===== config.mk =====
export PLATFORM = sky130hd
export DESIGN_NAME = prcm_tx_flat
export DESIGN_NICKNAME = d
export VERILOG_FILES = /design/src/include/prcm_pkg.sv /design/src/include/prcm_link_if.sv /design/src/core/prcm_tx.sv /design/src/flat_wrapper.sv
export SDC_FILE = /design/constraint.sdc
export NUM_CORES = 1
export LEC_CHECK = 0
export ABC_AREA = 1
export ABC_CLOCK_PERIOD_IN_PS = 3800
export BUFFER_PORTS_ARGS = -buffer_cell sky130_fd_sc_hd__buf_2
export CAP_MARGIN = 10
export CORE_MARGIN = 4
export CORE_UTILIZATION = 45
export DETAILED_ROUTE_END_ITERATION = 8
export PLACE_DENSITY = 0.75
export SYNTH_ARGS = -nofsm -noshare
export SYNTH_HDL_FRONTEND = slang
export SYNTH_SLANG_ARGS = --single-unit

===== constraint.sdc =====
create_clock -name I_CLK_SYS -period 3.8 [get_ports I_CLK_SYS]
set_clock_uncertainty 0.1 [all_clocks]
set_input_delay 0 -clock I_CLK_SYS [delete_from_list [all_inputs] [get_ports I_CLK_SYS]]
set_output_delay 0 -clock I_CLK_SYS [all_outputs]
set_load 0.005 [all_outputs]

===== src/include/prcm_pkg.sv =====
// ----------------------------------------------------------------
// Shared constants and helpers for both ends of the link
// ----------------------------------------------------------------
package prcm_pkg;

  // ----------------------------------------------------------------
  // Frame geometry
  // ----------------------------------------------------------------
  localparam int FRAME_BITS = 193;
  localparam logic [7:0] LAST_POS = 8'(FRAME_BITS - 1);
  localparam int DATA_W = 8;
  localparam int FIFO_DEPTH = 4;
  localparam int SIG_W = 192;
  localparam logic [7:0] IDLE_OCTET = 8'hFF;
  localparam logic [3:0] IDLE_NIBBLE = 4'hF;
  localparam logic [2:0] BIT_LAST_64 = 3'h7;
  localparam logic [2:0] BIT_LAST_32 = 3'h3;

  // ----------------------------------------------------------------
  // Multiframe patterns, first frame at the MSB
  // ----------------------------------------------------------------
  localparam logic [11:0] MARK_SEQ = 12'h8DC;
  localparam logic [23:0] GCH_SEQ = 24'h555AAA;
  localparam logic [3:0] MARK_LAST_IDX = 4'hB;
  localparam logic [2:0] PAIR_LAST = 3'h5;
  localparam logic [1:0] LTR_LAST_12 = 2'h1;
  localparam logic [1:0] LTR_LAST_24 = 2'h3;

  // ----------------------------------------------------------------
  // Line bit pacing: fractional divider from the system clock
  // ----------------------------------------------------------------
  localparam int LINE_KBPS = 1544;
  localparam int CLK_KHZ = 25000;
  localparam logic [14:0] ACC_STEP = 15'(LINE_KBPS);
  localparam logic [14:0] ACC_MOD = 15'(CLK_KHZ);

  typedef enum logic [1:0] {
    SIG_ABCD = 2'h0,
    SIG_AB = 2'h1,
    SIG_A = 2'h2
  } prcm_sig_type;

  typedef enum logic [1:0] {
    ST_HUNT = 2'h1,
    ST_SYNC = 2'h2
  } prcm_lock_type;

  // Letter actually sent for a position when fewer letters are in use
  function automatic logic [1:0] eff_letter(input logic [1:0] ltr, input prcm_sig_type mode);
    eff_letter = (mode == SIG_A) ? 2'h0 : (mode == SIG_AB) ? {1'b0, ltr[0]} : ltr;
  endfunction

  function automatic logic [1:0] grp_of(input logic [5:0] slot);
    grp_of = (slot >= 6'h24) ? 2'h3 : (slot >= 6'h18) ? 2'h2 : (slot >= 6'h0C) ? 2'h1 : 2'h0;
  endfunction

  function automatic logic [5:0] grp_base(input logic [1:0] grp);
    grp_base = (grp == 2'h3) ? 6'h24 : (grp == 2'h2) ? 6'h18 : (grp == 2'h1) ? 6'h0C : 6'h00;
  endfunction

  // Last slot of a grouping (zero based 11, 23, 35, 47)
  function automatic logic gch_slot(input logic [5:0] slot);
    gch_slot = (slot == 6'h0B) || (slot == 6'h17) || (slot == 6'h23) || (slot == 6'h2F);
  endfunction

  // Frame counter kept as letter (sixth) and pair (frame within sixth)
  function automatic logic [4:0] mf_next(input logic [4:0] cnt, input logic [1:0] ltr_last);
    if (cnt[2:0] != PAIR_LAST) begin
      mf_next = {cnt[4:3], cnt[2:0] + 3'h1};
    end else if (cnt[4:3] == ltr_last) begin
      mf_next = 5'h00;
    end else begin
      mf_next = {cnt[4:3] + 2'h1, 3'h0};
    end
  endfunction

endpackage

===== src/include/prcm_link_if.sv =====
`timescale 1ns/10ps
`default_nettype none
// ----------------------------------------------------------------
// Serial line between the two framers
// ----------------------------------------------------------------
interface prcm_link_if;
  logic lnk_data;
  logic lnk_stb;
  logic lnk_fsync;

  modport tx (output lnk_data, output lnk_stb, output lnk_fsync);
  modport rx (input lnk_data, input lnk_stb, input lnk_fsync);
endinterface
`default_nettype wire


===== src/core/prcm_tx.sv =====
// What this block does
// - 32k slots hold four bits, sent 1 to 4
// - Bits 2-193 carry 48 nibble-interleaved slots
// - Marker bit follows 12-frame frame/multiframe patterns
// - Frames 6, 12 rob bit 8 for signalling
// - Remote alarm forces frame 12 marker to one
// - Four-state: frames 18, 24 repeat A, B
// - Common signalling rides a 64k slot; its bit 8 is still robbed in frames 6, 12
// - Signalling as ABCD, AB or A only
// - Four groupings of twelve slots, in order
// - Group signalling channel in slots 12,24,36,48
// - Each grouping configured with or without signalling
// - Group channel carries signalling, alarms, alignment; check bit sent as one
// - Group channel takes last four grouping bits
// - Frame is 193 bits, bit 1 marker
// - 24-frame group multiframe, bit 3 alignment
// - Two-letter mode repeats A, B in C, D
`timescale 1ns/10ps
`default_nettype none

// ----------------------------------------------------------------
// Traffic FIFO
// ----------------------------------------------------------------
module prcm_fifo #(
  parameter int WIDTH = 8,
  parameter int DEPTH = 4
) (
  // Clock and reset
  input wire logic i_clk,
  input wire logic i_rst,
  // Filling side
  input wire logic [WIDTH-1:0] i_in_data,
  input wire logic i_in_valid,
  output var logic o_in_ready,
  // Draining side
  output logic [WIDTH-1:0] o_out_data,
  output logic o_out_valid,
  input wire logic i_out_ready
);
  localparam int AW = (DEPTH > 1) ? $clog2(DEPTH) : 1;
  localparam logic [AW:0] CNT_FULL = (AW + 1)'(DEPTH);
  localparam logic [AW-1:0] PTR_LAST = AW'(DEPTH - 1);

  logic [WIDTH-1:0] mem [DEPTH];
  logic [AW-1:0] wr_q;
  logic [AW-1:0] rd_q;
  logic [AW:0] cnt_q;
  logic [AW:0] cnt_d;
  wire logic push = i_in_valid && o_in_ready;
  wire logic pop = o_out_valid && i_out_ready;

  assign o_out_valid = (cnt_q != '0);
  assign o_out_data = mem[rd_q];
  assign cnt_d = cnt_q + (AW + 1)'(push) - (AW + 1)'(pop);

  always_ff @(posedge i_clk or posedge i_rst) begin
    if (i_rst) begin
      wr_q <= '0;
      rd_q <= '0;
      cnt_q <= '0;
      o_in_ready <= 1'b0;
    end else begin
      cnt_q <= cnt_d;
      // Registered ready: a word popped now frees room next cycle
      o_in_ready <= (cnt_d != CNT_FULL);
      if (push) begin
        wr_q <= (wr_q == PTR_LAST) ? '0 : wr_q + 1'b1;
      end
      if (pop) begin
        rd_q <= (rd_q == PTR_LAST) ? '0 : rd_q + 1'b1;
      end
    end
  end

  always_ff @(posedge i_clk) begin
    if (push) begin
      mem[wr_q] <= i_in_data;
    end
  end
endmodule

// ----------------------------------------------------------------
// Transmitting framer
// ----------------------------------------------------------------
module prcm_tx (
  // Clock and reset
  input wire logic I_CLK_SYS,
  input wire logic I_RST,
  // Configuration
  input wire logic I_LAYOUT_32K,
  input wire logic I_MF24,
  input wire prcm_pkg::prcm_sig_type I_SIG_MODE,
  input wire logic [3:0] I_GRP_CAS,
  // Signalling and alarms
  input wire logic I_REMOTE_ALARM,
  input wire logic [3:0] I_GCH_ALARM,
  input wire logic [prcm_pkg::SIG_W-1:0] I_SIG_ABCD,
  // Traffic in
  input wire logic [prcm_pkg::DATA_W-1:0] I_TX_DATA,
  input wire logic I_TX_VALID,
  output logic O_TX_READY,
  // Line
  prcm_link_if.tx LINK
);

  // ----------------------------------------------------------------
  // State
  // ----------------------------------------------------------------
  logic [14:0] acc_q;
  logic [7:0] pos_q;
  logic [4:0] mcnt_q;
  logic [4:0] gcnt_q;
  logic [7:0] sh_q;
  logic data_q;
  logic stb_q;
  logic fsync_q;
  logic [7:0] fifo_data;
  logic fifo_valid;

  // ----------------------------------------------------------------
  // Bit pacing and position decode
  // ----------------------------------------------------------------
  wire logic [14:0] acc_sum = acc_q + prcm_pkg::ACC_STEP;
  wire logic stb_w = (acc_sum >= prcm_pkg::ACC_MOD);
  wire logic [14:0] acc_d = stb_w ? acc_sum - prcm_pkg::ACC_MOD : acc_sum;
  wire logic [7:0] p_w = pos_q - 8'h01;
  wire logic [5:0] slot_w = I_LAYOUT_32K ? p_w[7:2] : {1'b0, p_w[7:3]};
  wire logic [2:0] bi_w = I_LAYOUT_32K ? {1'b0, p_w[1:0]} : p_w[2:0];
  wire logic marker_pos = (pos_q == 8'h00);
  wire logic frame_end = (pos_q == prcm_pkg::LAST_POS);
  wire logic slot_start = !marker_pos && (bi_w == 3'h0);
  wire logic [1:0] grp_w = prcm_pkg::grp_of(slot_w);
  // Groupings without signalling carry twelve traffic slots
  wire logic is_gch = I_LAYOUT_32K && I_GRP_CAS[grp_w] && prcm_pkg::gch_slot(slot_w);
  wire logic [1:0] ltr_last = I_MF24 ? prcm_pkg::LTR_LAST_24 : prcm_pkg::LTR_LAST_12;

  // ----------------------------------------------------------------
  // Marker bit
  // ----------------------------------------------------------------
  wire logic [3:0] fr12 = mcnt_q[3] ? {1'b0, mcnt_q[2:0]} + 4'h6 : {1'b0, mcnt_q[2:0]};
  wire logic fr12_last = (fr12 == prcm_pkg::MARK_LAST_IDX);
  wire logic [3:0] mark_idx = prcm_pkg::MARK_LAST_IDX - fr12;
  // 24-frame mode repeats the 12-frame marker pattern twice
  wire logic marker_w = prcm_pkg::MARK_SEQ[mark_idx] | (fr12_last && I_REMOTE_ALARM);

  // ----------------------------------------------------------------
  // Robbed-bit signalling for 64 kbit/s slots
  // ----------------------------------------------------------------
  wire logic rob_w = !I_LAYOUT_32K && (mcnt_q[2:0] == prcm_pkg::PAIR_LAST);
  wire logic [1:0] rob_ltr = prcm_pkg::eff_letter(mcnt_q[4:3], I_SIG_MODE);
  wire logic rob_bit = I_SIG_ABCD[{slot_w, rob_ltr}];
  wire logic [7:0] oct_w = fifo_valid ? fifo_data : prcm_pkg::IDLE_OCTET;

  // ----------------------------------------------------------------
  // Group signalling channel nibble
  // ----------------------------------------------------------------
  wire logic [5:0] ch1 = prcm_pkg::grp_base(grp_w) + {2'b00, gcnt_q[2:0], 1'b0};
  wire logic [5:0] ch2 = {ch1[5:1], 1'b1};
  wire logic [1:0] g_ltr = prcm_pkg::eff_letter(gcnt_q[4:3], I_SIG_MODE);
  wire logic g_pair_last = (gcnt_q[2:0] == prcm_pkg::PAIR_LAST);
  wire logic gch_b1 = I_SIG_ABCD[{ch1, g_ltr}];
  wire logic gch_b2 = g_pair_last ? I_GCH_ALARM[gcnt_q[4:3]] : I_SIG_ABCD[{ch2, g_ltr}];
  wire logic gch_b3 = gcnt_q[0] ^ gcnt_q[4];
  // Check bits and spares are sent as ones: no CRC-6 generator here
  wire logic [3:0] gch_nib = {gch_b1, gch_b2, gch_b3, 1'b1};

  // ----------------------------------------------------------------
  // Slot word selection, first bit at the MSB
  // ----------------------------------------------------------------
  wire logic [3:0] trf_nib = fifo_valid ? fifo_data[3:0] : prcm_pkg::IDLE_NIBBLE;
  wire logic [7:0] word_32 = is_gch ? {gch_nib, 4'h0} : {trf_nib, 4'h0};
  // A common signalling link is plain traffic in its slot
  wire logic [7:0] word_64 = rob_w ? {oct_w[7:1], rob_bit} : oct_w;
  wire logic [7:0] word_w = I_LAYOUT_32K ? word_32 : word_64;
  wire logic pop = stb_w && slot_start && !is_gch && fifo_valid;
  wire logic bit_w = marker_pos ? marker_w : slot_start ? word_w[7] : sh_q[7];
  wire logic [7:0] sh_d = slot_start ? {word_w[6:0], 1'b0} : {sh_q[6:0], 1'b0};

  prcm_fifo #(
    .WIDTH(prcm_pkg::DATA_W),
    .DEPTH(prcm_pkg::FIFO_DEPTH)
  ) u_fifo (
    .i_clk(I_CLK_SYS),
    .i_rst(I_RST),
    .i_in_data(I_TX_DATA),
    .i_in_valid(I_TX_VALID),
    .o_in_ready(O_TX_READY),
    .o_out_data(fifo_data),
    .o_out_valid(fifo_valid),
    .i_out_ready(pop)
  );

  // ----------------------------------------------------------------
  // Registers
  // ----------------------------------------------------------------
  always_ff @(posedge I_CLK_SYS or posedge I_RST) begin
    if (I_RST) begin
      acc_q <= '0;
      pos_q <= '0;
      mcnt_q <= '0;
      gcnt_q <= '0;
      sh_q <= '0;
      data_q <= 1'b0;
      stb_q <= 1'b0;
      fsync_q <= 1'b0;
    end else begin
      acc_q <= acc_d;
      stb_q <= stb_w;
      if (stb_w) begin
        data_q <= bit_w;
        fsync_q <= marker_pos;
        sh_q <= sh_d;
        pos_q <= frame_end ? 8'h00 : pos_q + 8'h01;
        if (frame_end) begin
          mcnt_q <= prcm_pkg::mf_next(mcnt_q, ltr_last);
          gcnt_q <= prcm_pkg::mf_next(gcnt_q, prcm_pkg::LTR_LAST_24);
        end
      end else begin
        fsync_q <= 1'b0;
      end
    end
  end

  assign LINK.lnk_data = data_q;
  assign LINK.lnk_stb = stb_q;
  assign LINK.lnk_fsync = fsync_q;

endmodule
`default_nettype wire


===== src/flat_wrapper.sv =====
// flat-port wrapper written by rule: the top's interface ports become plain ports
module prcm_tx_flat 
  (I_CLK_SYS, I_RST, I_LAYOUT_32K, I_MF24, I_SIG_MODE, I_GRP_CAS, I_REMOTE_ALARM, I_GCH_ALARM, I_SIG_ABCD, I_TX_DATA, I_TX_VALID, O_TX_READY, LINK_lnk_data, LINK_lnk_stb, LINK_lnk_fsync);
  prcm_link_if LINK_i ();
  input wire logic I_CLK_SYS;
  input wire logic I_RST;
  input wire logic I_LAYOUT_32K;
  input wire logic I_MF24;
  input wire prcm_pkg::prcm_sig_type I_SIG_MODE;
  input wire logic [3:0] I_GRP_CAS;
  input wire logic I_REMOTE_ALARM;
  input wire logic [3:0] I_GCH_ALARM;
  input wire logic [prcm_pkg::SIG_W-1:0] I_SIG_ABCD;
  input wire logic [prcm_pkg::DATA_W-1:0] I_TX_DATA;
  input wire logic I_TX_VALID;
  output logic O_TX_READY;
  output wire logic [$bits(LINK_i.lnk_data)-1:0] LINK_lnk_data;
  output wire logic [$bits(LINK_i.lnk_stb)-1:0] LINK_lnk_stb;
  output wire logic [$bits(LINK_i.lnk_fsync)-1:0] LINK_lnk_fsync;
  assign LINK_lnk_data = LINK_i.lnk_data;
  assign LINK_lnk_stb = LINK_i.lnk_stb;
  assign LINK_lnk_fsync = LINK_i.lnk_fsync;
  prcm_tx u_core (.I_CLK_SYS(I_CLK_SYS), .I_RST(I_RST), .I_LAYOUT_32K(I_LAYOUT_32K), .I_MF24(I_MF24), .I_SIG_MODE(I_SIG_MODE), .I_GRP_CAS(I_GRP_CAS), .I_REMOTE_ALARM(I_REMOTE_ALARM), .I_GCH_ALARM(I_GCH_ALARM), .I_SIG_ABCD(I_SIG_ABCD), .I_TX_DATA(I_TX_DATA), .I_TX_VALID(I_TX_VALID), .O_TX_READY(O_TX_READY), .LINK(LINK_i));
endmodule

==> impl_metrics.tcl, run 1 <==
set metrics [dict create \
    die_h_um 139 \
    crit_type "register to register" \
    cpMostUsedCell "nand2_1" \
    start_kind "register" \
    synth_cell_types 54 \
    hp-start "I_LAYOUT_32K" \
    vias 9183 \
    synth_edf_count 32 \
    synth_area_per_cell_um2 6.42 \
    final_cell_mix "280 x nand2_1, 219 x buf_2, 168 x nand3_1, 135 x inv_1, 130 x o21ai_0" \
    gr-total-overflow 0 \
    cp_data_arrival_time_ns 3.70 \
    core-area_um2 16700 \
    synth_area_um2 7740 \
    max_stage_delay_ns 0.41 \
    fin_crit_ns 3.52 \
    io_pins 220 \
    synthFlopType "dfrtp_1" \
    root_buffer "clkbuf_16" \
    slew_violations 0 \
    ys_seq_area_share_pct 27.9 \
    wl_per_cell_um 16.9 \
    cp_cell_sequence "inv_2 > ha_4 > inv_1 > nor2_2 > nand3_1 > nand2_1 > nand2_1 > nand2_1 > nand3_1 > nand3_2 > nand2_2 > ha_1 > fa_2 > xnor2_2 > inv_1 > nor2_1 > nand2_1 > o21bai_1 > inv_1 > nand2_1 > nand3_1 > nand2_1 > nand2_1 > a21oi_1" \
    power-per-cell-area_nw_per_um2 285 \
    grt_pass1_vias 8616 \
    final_common_cell "nand2_1" \
    globalplace.congestion 0.963 \
    worstSetupEndpointType "register" \
    fin_crit_sh_pct 92.5 \
    synthArstFlopShare_pct 60.0 \
    holdPathStages 4 \
    path_buf_inv 4 \
    grt_use_total_pct 27.4 \
    drc 0 \
    reg2reg_from "u_core.pos_q[1]" \
    synth_cells 1206 \
    num-fill-cells 1669 \
    path_clk_slew_ns 0.07 \
    cp.required_ns 3.98 \
    antenna_found_initial 2 \
    io_buffers 219 \
    p_leak_nw 4.63 \
    yosysWarnings 0 \
    detail-route-antenna-nets 0 \
    dpl.hpwl_um 20800 \
    clock.fmax_mhz 284 \
    cts.path.max_buffers 2 \
    slew_headroom_pct 22.7 \
    hold_end "u_core.sh_q[6]" \
    syn_nets 1443 \
    first_iter_violations 950 \
    area_delta_synth_final_pct 22.5 \
    whs_ns 0.0332 \
    outcome "completed" \
    synth-seq-cells 80 \
    vias_per_cell 5.65 \
    peakVddDrop_mv 0.460 \
    place_ws_ns 0.0103 \
    grt_pass1_wl_um 43700 \
    max_cap_viol_count 0 \
    numClockSinks 80 \
    nets 1635 \
    cts_tree "yes" \
    critPathTopFamily "simple AND/OR/NAND/NOR gates" \
    cts_made_buffers 9 \
    rr_endpoint "u_core.sh_q[7]" \
    setup_ws_ns 0.283 \
    dpl_cell_area_um2 9010 \
    fin_area_um2 9490 \
    setup_viol 0 \
    hp-class "primary input to register" \
    cts_max_level 3 \
    reg2reg_depth 24 \
    die_w_um 139 \
    first_pass_iters 5 \
    drive_above_1_share_pct 21.9 \
    clock_latency_ns 0.35 \
    grt_max_degree 79 \
    die_area_um2 19400 \
    num_rows 47 \
    reg2reg_slack_ns 0.28 \
    worstMarginPinSlew_ns 1.15 \
    slowest_stage "dfrtp_1" \
    drt-total-wl_um 27400 \
    final_hold_viol_count 0 \
    start_util_pct 46.4 \
    path_max_fanout 6 \
]
-- state kept, by name, summed over array words and instances (netlist names) --
register and count:
u_core.pos_q 8, u_core.u_fifo.wr_q 2, u_core.sh_q 7, u_core.u_fifo.o_in_ready 1, u_core.LINK.lnk_fsync 1, u_core.LINK.lnk_stb 1
u_core.LINK.lnk_data 1, u_core.u_fifo.cnt_q 3, u_core.acc_q 12, u_core.u_fifo.mem 32, u_core.gcnt_q 5, u_core.mcnt_q 5
u_core.u_fifo.rd_q 2
-- synth_stat cells, types with 3 or more instances --
master,number,share of area (%)
xor2_1,20,2.3
clkbuf_1,46,2.2
dfrtp_1,48,16
o211ai_1,59,5.7
inv_1,139,6.7
nor2_2,3,0.24
nand3_1,171,11
ha_1,19,3.1
xnor2_1,7,0.79
nor3_1,7,0.45
inv_2,4,0.19
nand4_1,7,0.57
edfxtp_1,32,12
o21ai_1,7,0.45
a21oi_1,66,4.3
a31oi_1,8,0.65
nor2_4,3,0.44
nand2_2,7,0.57
nand2_1,283,14
buf_1,3,0.15
o21ai_0,130,8.4
nor2_1,75,3.6
clkinv_1,4,0.19
buf_2,19,1.2
-- worst max-delay path by stage --
stage                    startpoint  slack [ns]  cells after the start              to
floorplan           u_core.pos_q[0]        0.33                     24  u_core.sh_q[7]
global placement    u_core.pos_q[1]        0.10                     24  u_core.sh_q[7]
detailed placement  u_core.pos_q[1]        0.01                     24  u_core.sh_q[7]
CTS                 u_core.pos_q[1]       0.008                     24  u_core.sh_q[7]
global route        u_core.pos_q[1]       -0.03                     24  u_core.sh_q[7]
finish              u_core.pos_q[1]        0.28                     24  u_core.sh_q[7]
-- worst register-to-register path, stage by stage (launching register included) --
cell	delay [ns]
dfrtp_1	0.41
inv_2	0.11
ha_4	0.17
inv_1	0.05
nor2_2	0.12
nand3_1	0.11
nand2_1	0.10
nand2_1	0.05
nand2_1	0.10
nand3_1	0.12
nand3_2	0.12
nand2_2	0.09
ha_1	0.33
fa_2	0.36
xnor2_2	0.19
inv_1	0.10
nor2_1	0.14
nand2_1	0.07
o21bai_1	0.12
inv_1	0.06
nand2_1	0.06
nand3_1	0.10
nand2_1	0.10
nand2_1	0.05
a21oi_1	0.12
-- area by class of cell --
| cell class | instances | area [um^2] | share of cell area (%) |
|---|---|---|---|
| Multi-Input combinational cell | 908 | 4800 | 50.6 |
| Sequential cell | 80 | 2160 | 22.8 |
| Timing Repair Buffer | 251 | 1370 | 14.4 |
| Inverter | 148 | 558 | 5.88 |
| Tap cell | 220 | 275 | 2.90 |
| Clock buffer | 9 | 225 | 2.37 |
| Clock inverter | 6 | 92.6 | 0.976 |
| Antenna cell | 2 | 5.00 | 0.0527 |
-- power breakdown --
group | internal, mW | switching (mW) | leakage, nW
combinational | 0.276 | 0.421 | 3.59
sequential | 1.02 | 0.0455 | 0.895
clock | 0.575 | 0.361 | 0.148
-- per-layer routing --
| layer | vias to the layer above | share of wire (%) | global-route usage (%) |
|---|---|---|---|
| li1 | 4446 | - | - |
| met1 | 4199 | 40 | 35.9 |
| met2 | 465 | 48 | 45.4 |
| met3 | 73 | 8.9 | 5.03 |
| met4 | 0 | 3.1 | 10.1 |
| met5 | - | 0 | 0 |
-- kinds of logic (layout without fill, tap and decap cells) --
kind of cell / after synthesis / in the layout / share of synthesized area (%)
DFF: 80 / 80 / 27.9
adders and majority gates: 21 / 21 / 3.59
muxes: 1 / 1 / 0.129
AOI/OAI and AO/OA: 287 / 287 / 21.3
buffers and inverters: 218 / 414 / 11.1
and+or+nand+nor: 570 / 570 / 32.6
xor gates and xnor gates: 29 / 29 / 3.47
other: 0 / 2 / 0
-- per-stage QoR --
| step | total power, mW | instances | utilization, % | setup TNS, ns |
|---|---|---|---|---|
| 2_1_floorplan | 1.48 | 1206 | - | 0 |
| 3_3_place_gp | 1.74 | 1596 | 54.0 | 0 |
| 3_5_place_dp | 1.76 | 1596 | 54.0 | 0 |
| 4_1_cts | 2.71 | 1620 | 56.4 | 0 |
| 5_1_grt | 2.86 | 1624 | 56.8 | -0.0275 |
| 6_report | 2.70 | 1624 | 56.8 | 0 |
-- timing repair --
| item | in CTS | in global routing |
|---|---|---|
| endpoints found under the hold margin | 80 | 0 |
| setup endpoints to repair | 0 | 5 |
| setup buffers | 0 | 2 |
| resized for setup | 0 | 14 |
| hold buffers | 9 | 0 |
Power figures use the tool's default switching activity.
==> run 2, diff against run 1 <==
--- a/config.mk
+++ b/config.mk
@@ -6,11 +6,12 @@
 export NUM_CORES = 1
 export LEC_CHECK = 0
 export ABC_AREA = 1
-export ABC_CLOCK_PERIOD_IN_PS = 3800
+export ABC_CLOCK_PERIOD_IN_PS = 4200
 export BUFFER_PORTS_ARGS = -buffer_cell sky130_fd_sc_hd__buf_2
 export CAP_MARGIN = 10
 export CORE_MARGIN = 4
 export CORE_UTILIZATION = 45
+export CTS_CLUSTER_SIZE = 40
 export DETAILED_ROUTE_END_ITERATION = 8
 export PLACE_DENSITY = 0.75
 export SYNTH_ARGS = -nofsm -noshare
==> constraint.sdc (replaced) <==
create_clock -name I_CLK_SYS -period 4.2 [get_ports I_CLK_SYS]
set_clock_uncertainty 0.1 [all_clocks]
set_input_delay 0 -clock I_CLK_SYS [delete_from_list [all_inputs] [get_ports I_CLK_SYS]]
set_output_delay 0 -clock I_CLK_SYS [all_outputs]
set_load 0.005 [all_outputs]
==> impl_metrics.tcl, run 2 (same netlist as run 1, synthesis figures left out) <==
set metrics [dict create \
    rsz0062_at_grt "no" \
    cts_tree "yes" \
    cpMostUsedCell "nand2_1" \
    io_buffers 219 \
    detail-route-antenna-nets 0 \
    fin_crit_sh_pct 90.1 \
    hp-class "primary input to register" \
    power-per-cell-area_nw_per_um2 253 \
    path_clk_slew_ns 0.07 \
    drc 0 \
    reg2reg_depth 25 \
    met1_usage_pct 35.9 \
    clock.fmax_mhz 264 \
    fin_tns_setup_ns 0 \
    busiest_layer "met2" \
    worstSetupEndpointType "register" \
    largest_register_ffs 32 \
    outcome "completed" \
    grt_max_degree 118 \
    numClockSinks 80 \
    nets 1628 \
    met3_usage_pct 4.76 \
    max_cap_viol_count 0 \
    area_delta_synth_final_pct 21.0 \
    p_clk_share_pct 32.9 \
    cp.required_ns 4.36 \
    vias_per_cell 5.67 \
    drt-total-wl_um 27100 \
    core-area_um2 16700 \
    final_common_cell "nand2_1" \
    start_kind "register" \
    grt_pass1_vias 8597 \
    first_pass_iters 5 \
    reg.largest.list "u_core.u_fifo.mem (32), u_core.acc_q (12), u_core.pos_q (8)" \
    grtUsageMet2_pct 44.8 \
    dpl.hpwl_um 20400 \
    power_switching_share_pct 33.1 \
    root_buffer "clkbuf_16" \
    die_w_um 139 \
    cts_made_buffers 9 \
    num_rows 47 \
    slew_headroom_pct 25.7 \
    slew_violations 0 \
    holdPathStages 4 \
    first_iter_violations 1089 \
    fin_crit_ns 3.79 \
    gr-total-overflow 0 \
    die_area_um2 19400 \
    cts.path.max_buffers 2 \
    fin_area_um2 9370 \
    slowest_stage "dfrtp_1" \
    p_comb_share_pct 25.4 \
    wl_per_cell_um 16.7 \
    cts_max_level 3 \
    max_stage_delay_ns 0.42 \
    die_h_um 139 \
    intPower_mw 1.58 \
    p_switching_mw 0.783 \
    peakVddDrop_mv 0.318 \
    worstMarginPinSlew_ns 1.11 \
    clock_latency_ns 0.33 \
    finalPower_mw 2.37 \
    crit_type "register to register" \
    dpl_cell_area_um2 8950 \
    drive_above_1_share_pct 21.1 \
    vias 9172 \
    antenna_found_initial 2 \
    largest_register "u_core.u_fifo.mem" \
    globalplace.congestion 0.950 \
    io_pins 220 \
    setup_viol 0 \
    cp_data_arrival_time_ns 3.95 \
    p_leak_nw 4.59 \
    final_hold_viol_count 0 \
    whs_ns 0.0383 \
    path_max_fanout 7 \
    start_util_pct 46.4 \
    final_cell_mix "280 x nand2_1, 219 x buf_2, 169 x nand3_1, 136 x inv_1, 130 x o21ai_0" \
    num-fill-cells 1615 \
    grt_use_total_pct 27.2 \
    grt_pass1_wl_um 43700 \
    seq_power_share_pct 41.7 \
]
-- run 2: cell count changes in the layout (fill, tap and decap cells not counted), sizes merged --
cell         change
bufinv           -2
dlygate4sd3      +1
inv              +5
clkinv           -1
buf              -8
clkinvlp         -1
-- run 2: worst paths after layout --
check                                     start               endpoint  slack, ns
worst max-delay path            u_core.pos_q[0]         u_core.sh_q[7]       0.41
worst min-delay path                 I_TX_VALID  u_core.u_fifo.wr_q[1]       0.04
worst max register to register  u_core.pos_q[0]         u_core.sh_q[7]       0.41
worst min register to register   u_core.sh_q[1]         u_core.sh_q[1]       0.39
max in group asynchronous                 I_RST   u_core.LINK.lnk_data       3.02
min in group asynchronous                 I_RST        u_core.acc_q[4]       0.36
-- run 2: cell type report --
type	count	area, um^2	area share (%)
multi-input cells	908	4770	50.9
flip-flops and latches	80	2160	23.1
repair buffers	244	1310	14.0
inverters	148	558	5.95
well taps	220	275	2.94
clock buffers	9	225	2.40
clock inverters	7	70.1	0.747
diodes	2	5.00	0.0534
-- run 2: metrics by stage --
stage / util, % / std cells / setup slack [ns]
5_1_grt: 56.1 / 1618 / 0.0453
2_1_floorplan: - / 1206 / 0.730
6_report: 56.1 / 1618 / 0.414
3_5_place_dp: 53.6 / 1590 / 0.242
4_1_cts: 56.0 / 1616 / 0.234
3_3_place_gp: 53.6 / 1590 / 0.389
-- run 2: metal layers --
layer,vias up,routed length (um)
met5,-,0
met2,533,12500
met3,82,2870
met1,4132,10700
met4,0,1010
li1,4425,-
-- run 2: power by group through the flow --
stage / Combinational (mW) / Sequential, mW / Clock, mW
global route: 0.677 / 0.998 / 0.832
floorplan: 0.365 / 0.970 / 0
finish: 0.601 / 0.987 / 0.780
global placement: 0.571 / 0.999 / 0
detailed placement: 0.584 / 1.00 / 0
CTS: 0.598 / 0.986 / 0.786
-- run 2: timing repair --
| action | 4_1_cts | 5_1_grt |
|---|---|---|
| setup buffers | 0 | 0 |
| hold buffers | 10 | 0 |
| endpoints found under the setup margin | 0 | 3 |
| hold endpoints to repair | 81 | 0 |
| gates resized for setup | 0 | 7 |
-- run 2: critical path: cells and delay by family, from the launching register on --
family                   cells  cell delay, ns
AND/OR/NAND/NOR             15            1.51
adder cells (fa/ha/maj)      3            0.91
flip-flops                   1            0.42
buffers and inverters        4            0.33
AO/OA/AOI/OAI                2            0.25
XOR/XNOR                     1            0.21
==> run 3, diff against run 2 <==
--- a/config.mk
+++ b/config.mk
@@ -6,14 +6,14 @@
 export NUM_CORES = 1
 export LEC_CHECK = 0
 export ABC_AREA = 1
-export ABC_CLOCK_PERIOD_IN_PS = 4200
 export BUFFER_PORTS_ARGS = -buffer_cell sky130_fd_sc_hd__buf_2
 export CAP_MARGIN = 10
 export CORE_MARGIN = 4
 export CORE_UTILIZATION = 45
 export CTS_CLUSTER_SIZE = 40
 export DETAILED_ROUTE_END_ITERATION = 8
-export PLACE_DENSITY = 0.75
+export PLACE_DENSITY = 0.74
 export SYNTH_ARGS = -nofsm -noshare
 export SYNTH_HDL_FRONTEND = slang
+export SYNTH_HIERARCHICAL = 1
 export SYNTH_SLANG_ARGS = --single-unit
==> impl_metrics.tcl, run 3 <==
set metrics [dict create \
    num_rows 48 \
    reg.largest.list "u_core/u_fifo/mem (32), u_core/acc_q (12), u_core/pos_q (8)" \
    cts_made_buffers 9 \
    fin_crit_ns 3.83 \
    start_kind "register" \
    grt_pass1_wl_um 41300 \
    p_leak_nw 4.83 \
    fin_crit_sh_pct 91.1 \
    grt_pass1_vias 8403 \
    dpl.hpwl_um 19800 \
    intPower_mw 1.71 \
    synthFlopType "dfrtp_1" \
    synth-seq-cells 80 \
    power-per-cell-area_nw_per_um2 255 \
    io_pins 220 \
    final_common_cell "nand2_1" \
    synth_area_per_cell_um2 6.26 \
    path_clk_slew_ns 0.06 \
    worstMarginPinSlew_ns 0.922 \
    io_buffers 219 \
    fin_area_um2 9620 \
    p_switching_mw 0.749 \
    crit_type "register to register" \
    final_hold_viol_count 0 \
    worstSetupEndpointType "register" \
    synth_top_cell_area_share_pct 15.0 \
    whs_ns 0.0219 \
    cts.path.max_buffers 2 \
    clock.fmax_mhz 261 \
    dpl_cell_area_um2 9190 \
    synth_edf_count 32 \
    nets 1698 \
    vias_per_cell 5.47 \
    vias 9258 \
    largest_register "u_core/u_fifo/mem" \
    p_comb_share_pct 27.9 \
    p_clk_share_pct 32.6 \
    max_cap_viol_count 0 \
    globalplace.congestion 0.949 \
    outcome "completed" \
    cp_data_arrival_time_ns 3.95 \
    root_buffer "clkbuf_16" \
    die_w_um 141 \
    synth_cells 1279 \
    syn_nets 1516 \
    antennaDiodeCount 0 \
    yosys.area.top_type "dfrtp_1" \
    drt-total-wl_um 26400 \
    slew_headroom_pct 38.0 \
    synth_cell_types 48 \
    largest_register_ffs 32 \
    peakVddDrop_mv 0.301 \
    yosysWarnings 6 \
    power_switching_share_pct 30.5 \
    ys_seq_area_share_pct 27.0 \
    first_pass_iters 6 \
    clock_latency_ns 0.33 \
    yosysMostFrequentCell "nand2_1" \
    core-area_um2 17400 \
    start_util_pct 46.2 \
    seq_power_share_pct 39.4 \
    hp-class "primary input to register" \
    area_delta_synth_final_pct 20.1 \
    fin_tns_setup_ns 0 \
    synth_common_cells "299 x nand2_1, 194 x nand3_1, 175 x inv_1" \
    grt_max_degree 85 \
    synth_area_um2 8010 \
    drc 0 \
    numClockSinks 80 \
    die_area_um2 20000 \
    detail-route-antenna-nets 0 \
    drive_above_1_share_pct 19.9 \
    path_max_fanout 8 \
    gr-total-overflow 0 \
    wl_per_cell_um 15.6 \
    setup_viol 0 \
    ys_top_cells_by_area "dfrtp_1 15%, nand2_1 14%, nand3_1 12%, edfxtp_1 12%, o21ai_0 9.1%" \
    final_cell_mix "296 x nand2_1, 219 x buf_2, 192 x nand3_1, 173 x inv_1, 145 x o21ai_0" \
    antenna_found_initial 1 \
    cts_tree "yes" \
    synthArstFlopShare_pct 60.0 \
    grt_use_total_pct 25.1 \
    cts_max_level 3 \
    rsz0062_at_grt "no" \
    slew_violations 0 \
    first_iter_violations 823 \
    cp.required_ns 4.32 \
    cts_setup_buffers 0 \
    die_h_um 141 \
]
## run 3: cell types whose count changed after synthesis, sizes merged, moves of 4 or more
cell,delta
clkbuf,+6
nand2,+9
nand3,+23
o21ai,+27
nor2,-12
inv,+38
xnor2,+4
o22ai,+6
o211ai,-22
## run 3: kinds of logic (layout without fill, tap and decap cells)
| kind of cell | count (synthesis) | count (layout) | synth area share (%) |
|---|---|---|---|
| XOR/XNOR | 31 | 31 | 3.48 |
| AO/OA/AOI/OAI | 293 | 293 | 20.5 |
| AND/OR/NAND/NOR | 593 | 593 | 32.3 |
| buffers and inverters | 261 | 448 | 13.2 |
| adder cells (fa/ha/maj) | 21 | 21 | 3.47 |
| flip-flops | 80 | 80 | 27.0 |
## run 3: stage by stage
step,utilization [%],total power [mW],cells,setup slack (ns)
3_3_place_gp,52.9,1.64,1665,0.369
4_1_cts,55.3,2.47,1691,0.187
5_1_grt,55.4,2.61,1691,0.0265
6_report,55.4,2.46,1691,0.372
3_5_place_dp,52.9,1.65,1665,0.221
2_1_floorplan,-,1.42,1279,0.679
## run 3: power by group through the flow
stage,logic [mW],registers (mW),clock network (mW)
floorplan,0.456,0.968,0
global placement,0.656,0.980,0
detailed placement,0.671,0.981,0
CTS,0.685,0.968,0.816
global route,0.783,0.977,0.849
finish,0.686,0.969,0.802
## run 3: timing repair
| action | in CTS | in global routing |
|---|---|---|
| hold buffers | 10 | 0 |
| gates resized for setup | 0 | 8 |
| setup endpoints to repair | 0 | 5 |
| hold endpoints to repair | 81 | 0 |
## run 3: final timing paths
| kind | start | to | slack [ns] | cells after the start |
|---|---|---|---|---|
| hold reg to reg | u_core/sh_q[7] | u_core/sh_q[7] | 0.39 | 2 |
| max in group asynchronous | I_RST | u_core/gcnt_q[2] | 3.38 | 4 |
| setup reg to reg | u_core/pos_q[1] | u_core/u_fifo/o_in_ready | 0.37 | 27 |
| min in group asynchronous | I_RST | u_core/u_fifo/wr_q[1] | 0.06 | 3 |
| setup / recovery | u_core/pos_q[1] | u_core/u_fifo/o_in_ready | 0.37 | 27 |
| hold / removal | I_LAYOUT_32K | u_core/sh_q[7] | 0.02 | 5 |
## run 3: worst max-delay path, cell delays in order, from the launching register on
cell,delay (ns)
dfrtp_1,0.42
inv_1,0.12
ha_2,0.24
nand3_1,0.11
nand2_1,0.11
nand3_1,0.14
nand2_4,0.15
nand2_1,0.08
nand2_1,0.06
nand3_1,0.13
nand2_2,0.14
nand2_1,0.06
nand3_1,0.08
nand2_1,0.09
nor2_4,0.17
nor3_2,0.09
nand2_1,0.11
inv_1,0.05
ha_1,0.27
inv_1,0.04
ha_1,0.19
fa_1,0.40
inv_1,0.07
nand2_1,0.06
nand2_1,0.06
nand2_1,0.04
nand2_1,0.07
nand2_1,0.05
## run 3: cell type report
type | count | area, um^2
clock buffers | 12 | 236
clock inverters | 4 | 68.8
fillers | 1708 | 7740
inverters | 185 | 694
multi-input cells | 938 | 4830
flip-flops and latches | 80 | 2160
well taps | 225 | 282
repair buffers | 247 | 1340
## run 3: layer usage
layer	GRT usage, %	up-vias	wire [um]
li1	-	4595	-
met1	32.7	4193	10900
met2	43.5	415	12800
met3	3.00	53	2050
met4	7.88	2	643
met5	0	-	12
